### src/rtl/cid_pkg.sv
// Purpose: Shared constants and types for the CPU instruction decoder.
// Assumes: APB slave with 32-bit data, one aligned word per register.
// Notes: Printed offsets are register indices; the byte address is four times the index.
// Overview of operation
// - Each instruction is one to three bytes; opcode fetched first, then operands.
// - ADD at 28-2F,25,26-27,24; ADDC at 38-3F,35,36-37,34; two cycles.
// - SUBB at 98-9F, 95, 96-97 and 94, two cycles each.
// - Long-divide bit picks 16/16 or 32/16 divide, only in wide mode.
// - Narrow mode gives 8x8 multiply A4, 8/8 divide 84; cycles vary by mode.
// - AND at 58-5F,55,56-57,54 and 52,53; 53 is three bytes, four cycles.
// - OR at 48-4F,45,46-47,44 and 42,43; 43 is three bytes, four cycles.
// - XOR at 68-6F,65,66-67,64 and 62,63; 63 is three bytes, four cycles.
// - Rotates 23,33,03,13 one byte two cycles; clear E4, complement F4, swap C4.
// - Moves into accumulator at E8-EF, E5, E6-E7 and 74, two cycles.
// - Moves into register: F8-FF two, A8-AF four, 78-7F two cycles.
// - Moves to direct: F5 two cycles; 88-8F,85,86-87,75 four; 85,75 three bytes.
// - Indirect stores F6-F7 and 76-77 two cycles, A6-A7 four cycles.
// - Pointer load 90 three bytes four cycles; code reads 93 and 83 four cycles.
// - External moves one byte four cycles: reads E2-E3,E0; writes F2-F3,F0.
// - Push C0 and pop D0 are two bytes and four cycles.
// - Exchanges C8-CF, C5, C6-C7 and nibble exchange D6-D7, two cycles.
// - Eight-code ranges take the register number from the low three opcode bits.
// - Absolute jump and call codes give the top three opcode bits as address bits.
package cid_pkg;

   localparam int          ADDR_W         = 10;
   // Register indices.
   localparam logic [7:0]  IDX_CTRL       = 8'h00;
   localparam logic [7:0]  IDX_STATUS     = 8'h01;
   localparam logic [7:0]  IDX_OPERAND    = 8'h02;
   localparam logic [7:0]  IDX_PC         = 8'h03;
   localparam logic [7:0]  IDX_MD_OPERAND = 8'hF0;
   localparam logic [7:0]  IDX_CFG_LOW    = 8'hF6;
   // Reset values.
   localparam logic [7:0]  RST_MD_OPERAND = 8'h00;
   localparam logic [7:0]  RST_CFG_LOW    = 8'h00;
   localparam logic [15:0] RST_PC         = 16'h0000;
   // Field positions.
   localparam int          CTRL_RUN_BIT   = 0;
   localparam int          CFG_WIDE_BIT   = 0;
   localparam int          CFG_LONG_BIT   = 3;
   localparam int          ST_BUSY_BIT    = 0;
   localparam int          ST_ILLEGAL_BIT = 1;
   localparam int          ST_LEN_LSB     = 2;
   localparam int          ST_CYC_LSB     = 4;
   localparam int          ST_CLASS_LSB   = 10;
   localparam int          ST_REG_LSB     = 14;
   localparam int          ST_ATOP_LSB    = 17;
   localparam int          ST_OPC_LSB     = 24;
   // Lengths and cycle counts.
   localparam logic [1:0]  LEN_1          = 2'h1;
   localparam logic [1:0]  LEN_2          = 2'h2;
   localparam logic [1:0]  LEN_3          = 2'h3;
   localparam logic [5:0]  CYC_2          = 6'h02;
   localparam logic [5:0]  CYC_4          = 6'h04;
   localparam logic [5:0]  CYC_8          = 6'h08;
   localparam logic [5:0]  CYC_16         = 6'h10;
   localparam logic [5:0]  CYC_32         = 6'h20;
   localparam logic [5:0]  CYC_MAX        = 6'h3F;

   typedef enum logic [3:0]
   {
      CLS_ILLEGAL,
      CLS_ARITH,
      CLS_LOGIC,
      CLS_ROTATE,
      CLS_MOVE,
      CLS_EXTERNAL,
      CLS_STACK,
      CLS_EXCHANGE,
      CLS_MULDIV,
      CLS_ABS_JUMP
   } cid_class_type;

   typedef struct packed
   {
      logic          illegal;
      logic [1:0]    length;
      logic [5:0]    cycles;
      cid_class_type cls;
      logic [2:0]    reg_num;
      logic [2:0]    addr_top;
      logic [2:0]    mul_div_mode;
   } cid_decode_type;

   // Multiply/divide mode codes.
   localparam logic [2:0]  MD_NONE        = 3'h0;
   localparam logic [2:0]  MD_MUL_8X8     = 3'h1;
   localparam logic [2:0]  MD_MUL_16X16   = 3'h2;
   localparam logic [2:0]  MD_DIV_8_8     = 3'h3;
   localparam logic [2:0]  MD_DIV_16_16   = 3'h4;
   localparam logic [2:0]  MD_DIV_32_16   = 3'h5;

endpackage : cid_pkg

### src/rtl/cid_opcode_table.sv
// Purpose: Combinational opcode table giving length, cycles and class.
// Assumes: Mode bits are stable while an opcode is being looked up.
// Notes: Boolean and branch opcodes other than absolute jumps decode as illegal.
`timescale 1ns/1ps
module cid_opcode_table
   import cid_pkg::*;
(
   // Lookup.
   input  wire logic [7:0]     opcode,
   input  wire logic           wide_muldiv_enable,
   input  wire logic           long_dividend_select,
   // Result.
   output cid_decode_type      dec
);

   logic [3:0] hi;
   logic [3:0] lo;
   logic [1:0] acc_len;

   assign hi = opcode[7:4];
   assign lo = opcode[3:0];
   // Immediate and direct forms carry one operand byte, register and indirect none.
   assign acc_len = (lo == 4'h4 || lo == 4'h5) ? LEN_2 : LEN_1;

   always_comb
   begin
      dec = '{illegal: 1'b1, length: LEN_1, cycles: CYC_2, cls: CLS_ILLEGAL,
              reg_num: 3'h0, addr_top: 3'h0, mul_div_mode: MD_NONE};
      if (lo[3])
      begin
         dec.reg_num = opcode[2:0];
      end
      else
      begin
         dec.reg_num = {2'h0, opcode[0]};
      end
      if (opcode[3:0] == 4'h1)
      begin
         dec = '{illegal: 1'b0, length: LEN_2, cycles: CYC_4, cls: CLS_ABS_JUMP,
                 reg_num: 3'h0, addr_top: opcode[7:5], mul_div_mode: MD_NONE};
      end
      else if (lo >= 4'h4)
      begin
         case (hi)
            4'h0, 4'h1, 4'h2, 4'h3, 4'h9:
            begin
               dec.illegal = 1'b0;
               dec.cls     = CLS_ARITH;
               dec.length  = (hi <= 4'h1 && lo == 4'h4) ? LEN_1 : acc_len;
            end
            4'h4, 4'h5, 4'h6:
            begin
               dec.illegal = 1'b0;
               dec.cls     = CLS_LOGIC;
               dec.length  = acc_len;
            end
            4'hE:
            begin
               dec.illegal = 1'b0;
               dec.cls     = (lo == 4'h4) ? CLS_LOGIC : CLS_MOVE;
               dec.length  = (lo == 4'h4) ? LEN_1 : acc_len;
            end
            4'hF:
            begin
               dec.illegal = 1'b0;
               dec.cls     = (lo == 4'h4) ? CLS_LOGIC : CLS_MOVE;
               dec.length  = (lo == 4'h5) ? LEN_2 : LEN_1;
            end
            4'hC:
            begin
               dec.illegal = 1'b0;
               dec.cls     = (lo == 4'h4) ? CLS_LOGIC : CLS_EXCHANGE;
               // The nibble swap at x4 is one byte; only the direct exchange carries an operand.
               dec.length  = (lo == 4'h5) ? LEN_2 : LEN_1;
            end
            4'h7:
            begin
               dec.illegal = 1'b0;
               dec.cls     = CLS_MOVE;
               dec.length  = (lo == 4'h5) ? LEN_3 : LEN_2;
               dec.cycles  = (lo == 4'h5) ? CYC_4 : CYC_2;
            end
            4'h8, 4'hA:
            begin
               if (lo == 4'h4)
               begin
                  dec.illegal = 1'b0;
                  dec.cls     = CLS_MULDIV;
                  if (hi == 4'hA)
                  begin
                     dec.cycles       = wide_muldiv_enable ? CYC_16 : CYC_8;
                     dec.mul_div_mode = wide_muldiv_enable ? MD_MUL_16X16 : MD_MUL_8X8;
                  end
                  else if (!wide_muldiv_enable)
                  begin
                     dec.cycles       = CYC_8;
                     dec.mul_div_mode = MD_DIV_8_8;
                  end
                  else
                  begin
                     dec.cycles       = long_dividend_select ? CYC_32 : CYC_16;
                     dec.mul_div_mode = long_dividend_select ? MD_DIV_32_16 : MD_DIV_16_16;
                  end
               end
               else if (!(hi == 4'hA && lo == 4'h5))
               begin
                  dec.illegal = 1'b0;
                  dec.cls     = CLS_MOVE;
                  dec.length  = (lo == 4'h5) ? LEN_3 : LEN_2;
                  dec.cycles  = CYC_4;
               end
            end
            4'hD:
            begin
               if (lo == 4'h4 || lo == 4'h6 || lo == 4'h7)
               begin
                  dec.illegal = 1'b0;
                  dec.cls     = (lo == 4'h4) ? CLS_ARITH : CLS_EXCHANGE;
               end
            end
            default:
            begin
               dec.illegal = 1'b1;
            end
         endcase
      end
      else if (lo == 4'h3 && hi <= 4'h3)
      begin
         dec.illegal = 1'b0;
         dec.cls     = CLS_ROTATE;
      end
      else if ((lo == 4'h2 || lo == 4'h3) && hi >= 4'h4 && hi <= 4'h6)
      begin
         dec.illegal = 1'b0;
         dec.cls     = CLS_LOGIC;
         dec.length  = (lo == 4'h3) ? LEN_3 : LEN_2;
         dec.cycles  = (lo == 4'h3) ? CYC_4 : CYC_2;
      end
      else if ((hi == 4'hE || hi == 4'hF) && lo != 4'h1)
      begin
         dec.illegal = 1'b0;
         dec.cls     = CLS_EXTERNAL;
         dec.cycles  = CYC_4;
      end
      else if ((hi == 4'hC || hi == 4'hD) && lo == 4'h0)
      begin
         dec.illegal = 1'b0;
         dec.cls     = CLS_STACK;
         dec.length  = LEN_2;
         dec.cycles  = CYC_4;
      end
      else if ((hi == 4'h9 && (lo == 4'h0 || lo == 4'h3)) || (hi == 4'h8 && lo == 4'h3)
               || (hi == 4'hA && lo == 4'h3))
      begin
         dec.illegal = 1'b0;
         dec.cls     = (hi == 4'hA) ? CLS_ARITH : CLS_MOVE;
         dec.length  = (hi == 4'h9 && lo == 4'h0) ? LEN_3 : LEN_1;
         dec.cycles  = CYC_4;
      end
   end

endmodule : cid_opcode_table

### src/rtl/cid_decoder.sv
// Purpose: Instruction fetch sequencer and decoder with an APB register file.
// Assumes: Program memory answers fetch_req with fetch_valid on the same clock.
// Notes: Illegal opcodes retire as one byte, two cycles, and are flagged.
`timescale 1ns/1ps
module cid_decoder
   import cid_pkg::*;
(
   // Clock and reset.
   input  wire logic              pclk,
   input  wire logic              presetn,
   // APB slave.
   input  wire logic              psel,
   input  wire logic              penable,
   input  wire logic              pwrite,
   input  wire logic [ADDR_W-1:0] paddr,
   input  wire logic [31:0]       pwdata,
   input  wire logic [3:0]        pstrb,
   output logic      [31:0]       prdata_q,
   output logic                   pready_q,
   output logic                   pslverr_q,
   // Program memory fetch.
   output logic                   fetch_req_q,
   output logic      [15:0]       fetch_addr_q,
   input  wire logic              fetch_valid,
   input  wire logic [7:0]        fetch_data,
   // Decoded instruction.
   output logic                   insn_valid_q,
   output logic      [7:0]        insn_opcode_q,
   output logic      [15:0]       insn_operand_q,
   output cid_decode_type         insn_dec_q
);

   typedef enum logic [1:0] {S_IDLE, S_OPCODE, S_OPERAND, S_EXEC} cid_state_type;

   cid_state_type  state_q;
   cid_decode_type dec_d;
   cid_decode_type dec_q;
   logic [7:0]     opcode_q;
   logic [15:0]    operand_q;
   logic [1:0]     bytes_left_q;
   logic [5:0]     cyc_q;
   logic           run_q;
   logic [7:0]     md_operand_q;
   logic [7:0]     cfg_low_q;
   logic           accept;
   logic           retire;
   logic           access;
   logic           wr_en;
   logic           addr_ok;
   logic [7:0]     idx;
   logic [31:0]    rd_value;

   cid_opcode_table u_table
   (
      .opcode               (fetch_data),
      .wide_muldiv_enable   (cfg_low_q[CFG_WIDE_BIT]),
      .long_dividend_select (cfg_low_q[CFG_LONG_BIT]),
      .dec                  (dec_d)
   );

   assign accept = fetch_req_q && fetch_valid;
   // The instruction ends once all bytes are in and its cycle budget is spent.
   assign retire = (state_q == S_EXEC) && (cyc_q >= (dec_q.cycles - 6'h01));

   // APB decode; writes land only on the edge that samples pready high.
   assign idx    = paddr[9:2];
   assign access = psel && penable;
   assign wr_en  = access && pready_q && pwrite && addr_ok;
   always_comb
   begin
      addr_ok  = (paddr[1:0] == 2'h0);
      rd_value = 32'h0000_0000;
      case (idx)
         IDX_CTRL:       rd_value[CTRL_RUN_BIT] = run_q;
         IDX_STATUS:
         begin
            rd_value[ST_BUSY_BIT]                = (state_q != S_IDLE);
            rd_value[ST_ILLEGAL_BIT]             = insn_dec_q.illegal;
            rd_value[ST_LEN_LSB +: 2]            = insn_dec_q.length;
            rd_value[ST_CYC_LSB +: 6]            = insn_dec_q.cycles;
            rd_value[ST_CLASS_LSB +: 4]          = insn_dec_q.cls;
            rd_value[ST_REG_LSB +: 3]            = insn_dec_q.reg_num;
            rd_value[ST_ATOP_LSB +: 3]           = insn_dec_q.addr_top;
            rd_value[ST_OPC_LSB +: 8]            = insn_opcode_q;
         end
         IDX_OPERAND:    rd_value[15:0] = insn_operand_q;
         IDX_PC:         rd_value[15:0] = fetch_addr_q;
         IDX_MD_OPERAND: rd_value[7:0]  = md_operand_q;
         IDX_CFG_LOW:    rd_value[7:0]  = cfg_low_q;
         default:        addr_ok = 1'b0;
      endcase
   end

   // One wait state: the answer is registered in the first access cycle.
   always_ff @(posedge pclk or negedge presetn)
   begin
      if (!presetn)
      begin
         pready_q  <= 1'b0;
         pslverr_q <= 1'b0;
         prdata_q  <= 32'h0000_0000;
      end
      else if (access && !pready_q)
      begin
         pready_q  <= 1'b1;
         pslverr_q <= !addr_ok;
         prdata_q  <= (pwrite || !addr_ok) ? 32'h0000_0000 : rd_value;
      end
      else
      begin
         pready_q  <= 1'b0;
         pslverr_q <= 1'b0;
      end
   end

   always_ff @(posedge pclk or negedge presetn)
   begin
      if (!presetn)
      begin
         run_q        <= 1'b0;
         md_operand_q <= RST_MD_OPERAND;
         cfg_low_q    <= RST_CFG_LOW;
      end
      else if (wr_en && pstrb[0])
      begin
         if (idx == IDX_CTRL)
         begin
            run_q <= pwdata[CTRL_RUN_BIT];
         end
         if (idx == IDX_MD_OPERAND)
         begin
            md_operand_q <= pwdata[7:0];
         end
         // Mode bits are sampled at opcode fetch, so a change never alters a running count.
         if (idx == IDX_CFG_LOW)
         begin
            cfg_low_q <= pwdata[7:0];
         end
      end
   end

   // Sequencer: opcode, then listed operand bytes, then the remaining cycles.
   always_ff @(posedge pclk or negedge presetn)
   begin
      if (!presetn)
      begin
         state_q      <= S_IDLE;
         fetch_req_q  <= 1'b0;
         bytes_left_q <= 2'h0;
         opcode_q     <= 8'h00;
         operand_q    <= 16'h0000;
         dec_q        <= '0;
      end
      else
      begin
         unique case (state_q)
            S_IDLE:
            begin
               if (run_q)
               begin
                  state_q     <= S_OPCODE;
                  fetch_req_q <= 1'b1;
               end
            end
            S_OPCODE:
            begin
               if (accept)
               begin
                  opcode_q     <= fetch_data;
                  dec_q        <= dec_d;
                  operand_q    <= 16'h0000;
                  bytes_left_q <= dec_d.length - LEN_1;
                  state_q      <= (dec_d.length == LEN_1) ? S_EXEC : S_OPERAND;
                  fetch_req_q  <= (dec_d.length != LEN_1);
               end
            end
            S_OPERAND:
            begin
               if (accept)
               begin
                  operand_q    <= {operand_q[7:0], fetch_data};
                  bytes_left_q <= bytes_left_q - 2'h1;
                  if (bytes_left_q == 2'h1)
                  begin
                     state_q     <= S_EXEC;
                     fetch_req_q <= 1'b0;
                  end
               end
            end
            S_EXEC:
            begin
               if (retire)
               begin
                  state_q     <= run_q ? S_OPCODE : S_IDLE;
                  fetch_req_q <= run_q;
               end
            end
         endcase
      end
   end

   always_ff @(posedge pclk or negedge presetn)
   begin
      if (!presetn)
      begin
         cyc_q <= 6'h00;
      end
      else if (state_q == S_OPCODE && accept)
      begin
         cyc_q <= 6'h01;
      end
      else if (cyc_q != CYC_MAX)
      begin
         cyc_q <= cyc_q + 6'h01;
      end
   end

   // Program counter; software may move it only while the sequencer is idle.
   always_ff @(posedge pclk or negedge presetn)
   begin
      if (!presetn)
      begin
         fetch_addr_q <= RST_PC;
      end
      else if (accept)
      begin
         fetch_addr_q <= fetch_addr_q + 16'h0001;
      end
      else if (wr_en && idx == IDX_PC && state_q == S_IDLE)
      begin
         if (pstrb[0])
         begin
            fetch_addr_q[7:0] <= pwdata[7:0];
         end
         if (pstrb[1])
         begin
            fetch_addr_q[15:8] <= pwdata[15:8];
         end
      end
   end

   always_ff @(posedge pclk or negedge presetn)
   begin
      if (!presetn)
      begin
         insn_valid_q   <= 1'b0;
         insn_opcode_q  <= 8'h00;
         insn_operand_q <= 16'h0000;
         insn_dec_q     <= '0;
      end
      else
      begin
         insn_valid_q <= retire;
         if (retire)
         begin
            insn_opcode_q  <= opcode_q;
            insn_operand_q <= operand_q;
            insn_dec_q     <= dec_q;
         end
      end
   end

endmodule : cid_decoder

### config.mk
export PLATFORM = sky130hd
export DESIGN_NAME = cid_decoder
export DESIGN_NICKNAME = d
export VERILOG_FILES = /design/src/rtl/cid_pkg.sv /design/src/rtl/cid_opcode_table.sv /design/src/rtl/cid_decoder.sv
export SDC_FILE = /design/constraint.sdc
export NUM_CORES = 1
export LEC_CHECK = 0
export BUFFER_PORTS_ARGS = -buffer_cell sky130_fd_sc_hd__buf_2
export CAP_MARGIN = 10
export CORE_MARGIN = 2
export CORE_UTILIZATION = 41
export DETAILED_ROUTE_END_ITERATION = 8
export GPL_TIMING_DRIVEN = 0
export PLACE_DENSITY = 0.71
export SLEW_MARGIN = 20
export SYNTH_ARGS = -nofsm -noshare
export SYNTH_HDL_FRONTEND = slang
export SYNTH_SLANG_ARGS = --single-unit
### constraint.sdc
create_clock -name pclk -period 3.55 [get_ports pclk]
set_input_delay 0.1775 -clock pclk [delete_from_list [all_inputs] [get_ports pclk]]
set_output_delay 0.1775 -clock pclk [all_outputs]
set_load 0.01 [all_outputs]
==> out/results.ini <==
[synth]
synth.distinct_cells = 72
synth.yosys.seq_area_share_pct = 50.4
async_reset_ff_share_pct = 100
ys.flop_type = dfrtp_1
yosysWarnings = 0
synth_edf_count = 0
syn_avg_cell_area_sq_um = 10.6
syn_inst = 771
synth_seq_cells = 165
syn_area_sq_mm = 0.00820

[clock_tree]
cts_root_buffer = clkbuf_16
clock_latency_ns = 0.44
clock-sinks = 165
cts_inserted_buffers = 17
post_cts_resized = 0
cts_tree = yes
htree_levels = 4
clockBufferDepth = 2
path_clk_slew_ns = 0.07

[run_status]
status = finished, final reports clean

[sta]
rsz0062_at_grt = false
fin_crit_ns = 3.17
slew-limit-headroom_pct = 42.2
worst_hold_slack_ns = 0.0124
max_clock_freq_mhz = 315
tns_ns = 0
period_share_pct = 89.3
worst_pin_slew_ns = 0.864
skew_ns = 0.0136
hold_viol_final = 0
setup_slack_ns = 0.380
setup_viol = 0
slew_violations = 0

[job]
cap_violations = 0

[power_and_ir_drop]
p_leak_nw = 4.76
pwr_density_cell_mw_per_mm2 = 673
vdd_drop_max_uv = 276
power.total_mw = 6.67

[final_layout]
drive_gt1_share_pct = 27.8
stdcell_count = 1212
final_net_count = 1010
design_area_sq_mm = 0.00991
syn_to_final_growth_pct = 20.9
final_cell_mix = 165 x dfrtp_1, 143 x buf_2, 93 x nand2_1
fillers = 1779
final_core_util_pct = 50.8
final_common_cell = dfrtp_1

[worst_setup_path]
critPathLaunch = dec_q[14]
cp_data_required_time_ns = 3.87
critPathMaxFanout = 10
crit_top_cell = ha_1
slowest_stage = clkbuf_1
cpPeakStageDelay_ns = 0.51
crit-reg2reg-launch = dec_q[14]
worst_setup_path_end_kind = flop
start_kind = flop
crit_chain = inv_1, ha_1, nor3b_1, xnor2_1, ha_1, o21a_1, a21oi_1, nor2b_1, clkbuf_1, buf_2, mux2_2
arrival_ns = 3.49
path_class = flop to flop

[global_route]
grt_pass1_vias = 6552
overflow = 0
grt_max_degree = 100
antenna_found_initial = 1
grt.total_usage_pct = 22.4
grt_pass1_wl_um = 37500

[routing]
route.vias.total = 6838
drt_wl_total_um = 23800
drt_first_pass_iters = 7
wire_per_inst_um = 19.6
via_per_inst = 5.64
final_antenna_net_count = 0
drc = 0
first_iter_violations = 508

[placed_design]
post-place-ws_ns = 0.424
placed_area_sq_mm = 0.00924
numPortBuffers = 131
dpl.hpwl_um = 17500
place_inst = 1172
gp_congestion = 0.941

[floorplanning]
core.rowCount = 51
io_pins = 158
initial_utilization_pct = 42.0
die_x_um = 145
coreArea_sq_mm = 0.0195
dieArea_sq_mm = 0.0211
die-height_um = 145

[hold_path]
worstHoldStart = pwdata[3]
hp-class = input pin to flop

==> worst max-delay path: cells and delay by family, from the launching register on <==
kind	cells	cell delay, ns
XOR/XNOR	1	0.13
multiplexers	1	0.38
flip-flops	1	0.44
adder cells (fa/ha/maj)	2	0.49
buffers and inverters	3	1.03
AO/OA/AOI/OAI	2	0.22
AND/OR/NAND/NOR	2	0.36
==> where the power goes <==
| group | internal, mW | switching [mW] | total (mW) |
|---|---|---|---|
| Sequential | 2.34 | 0.461 | 2.80 |
| Combinational | 0.910 | 1.08 | 2.00 |
| Clock | 1.02 | 0.850 | 1.87 |
==> final timing paths <==
| path | endpoint | slack (ns) | depth (start not counted) |
|---|---|---|---|
| hold reg to reg | dec_q[0] | 0.48 | 1 |
| setup / recovery | insn_dec_q[2] | 0.38 | 11 |
| min in group asynchronous | fetch_addr_q[3] | 0.38 | 2 |
| max in group asynchronous | prdata_q[26] | 2.37 | 3 |
| setup reg to reg | insn_dec_q[2] | 0.38 | 11 |
| hold / removal | cfg_low_q[3] | 0.01 | 2 |
==> area by class of cell <==
class,instances,area [sq um],share of cell area (%)
flip-flops and latches,165,4130,41.7
clock inverters,14,163,1.64
inverters,16,60.1,0.606
repair buffers,139,763,7.70
diodes,1,2.50,0.0252
multi-input cells,543,3780,38.2
well taps,265,332,3.35
plain buffers,51,241,2.44
clock buffers,18,439,4.43
==> synth_stat cells, drive strengths merged (2+ instances only) <==
library cell / n / area (sq um)
dfrtp: 165 / 4130
nand2: 93 / 349
mux2: 75 / 848
o21ai: 42 / 214
nor2: 41 / 166
a22o: 38 / 333
a21oi: 31 / 155
clkbuf: 27 / 101
buf: 24 / 140
a22oi: 19 / 143
o22ai: 19 / 125
ha: 17 / 213
nand3: 17 / 110
inv: 16 / 60.1
nor2b: 12 / 75.1
nor3: 12 / 70.1
a31oi: 11 / 68.8
nand2b: 9 / 56.3
and2: 8 / 50.1
and3: 7 / 43.8
a222oi: 6 / 60.1
nand4: 6 / 37.5
nor4: 6 / 56.3
or3: 6 / 37.5
a211oi: 5 / 37.5
mux2i: 5 / 50.1
o31ai: 5 / 37.5
xnor2: 5 / 43.8
nor3b: 4 / 41.3
or2: 4 / 25.0
and4: 3 / 27.5
nand3b: 3 / 22.5
a2111oi: 2 / 30.0
a21boi: 2 / 15.0
a21o: 2 / 15.0
a221oi: 2 / 17.5
a31o: 2 / 17.5
a32o: 2 / 20.0
o21a: 2 / 15.0
o32ai: 2 / 17.5
==> kinds of logic (layout without fill, tap and decap cells) <==
kind of cell / count (synthesis) / count (layout) / synth area share [%]
and+or+nand+nor: 236 / 236 / 14.8
AOI/OAI and AO/OA: 199 / 199 / 16.9
DFF: 165 / 165 / 50.4
muxes: 80 / 80 / 11.0
buffers and inverters: 67 / 238 / 3.68
adders and majority gates: 17 / 17 / 2.59
xor gates and xnor gates: 6 / 6 / 0.641
other: 1 / 6 / 0.0458
==> metal layers <==
| layer | vias to the layer above | GRT usage, % | wire length, um | share of wire [%] |
|---|---|---|---|---|
| li1 | 3152 | - | - | - |
| met1 | 3399 | 31.2 | 10600 | 45 |
| met5 | - | 0 | 0 | 0 |
| met4 | 0 | 6.86 | 466 | 2.0 |
| met3 | 26 | 4.36 | 1410 | 5.9 |
| met2 | 261 | 35.8 | 11300 | 48 |
==> registers in the layout, summed over array words and instances (netlist names) <==
register and flops:
prdata_q 28, pready_q 1, cfg_low_q 8, pslverr_q 1
fetch_addr_q 16, insn_operand_q 16, md_operand_q 8, opcode_q 8
dec_q 21, fetch_req_q 1, run_q 1, insn_dec_q 21
cyc_q 6, state_q 2, insn_opcode_q 8, bytes_left_q 2
operand_q 16, insn_valid_q 1
==> what timing repair did <==
| action | CTS | global route |
|---|---|---|
| endpoints found under the hold margin | 109 | 0 |
| hold buffers | 7 | 0 |
| buffers inserted | 0 | 0 |
(Power assumes the default switching activity.)
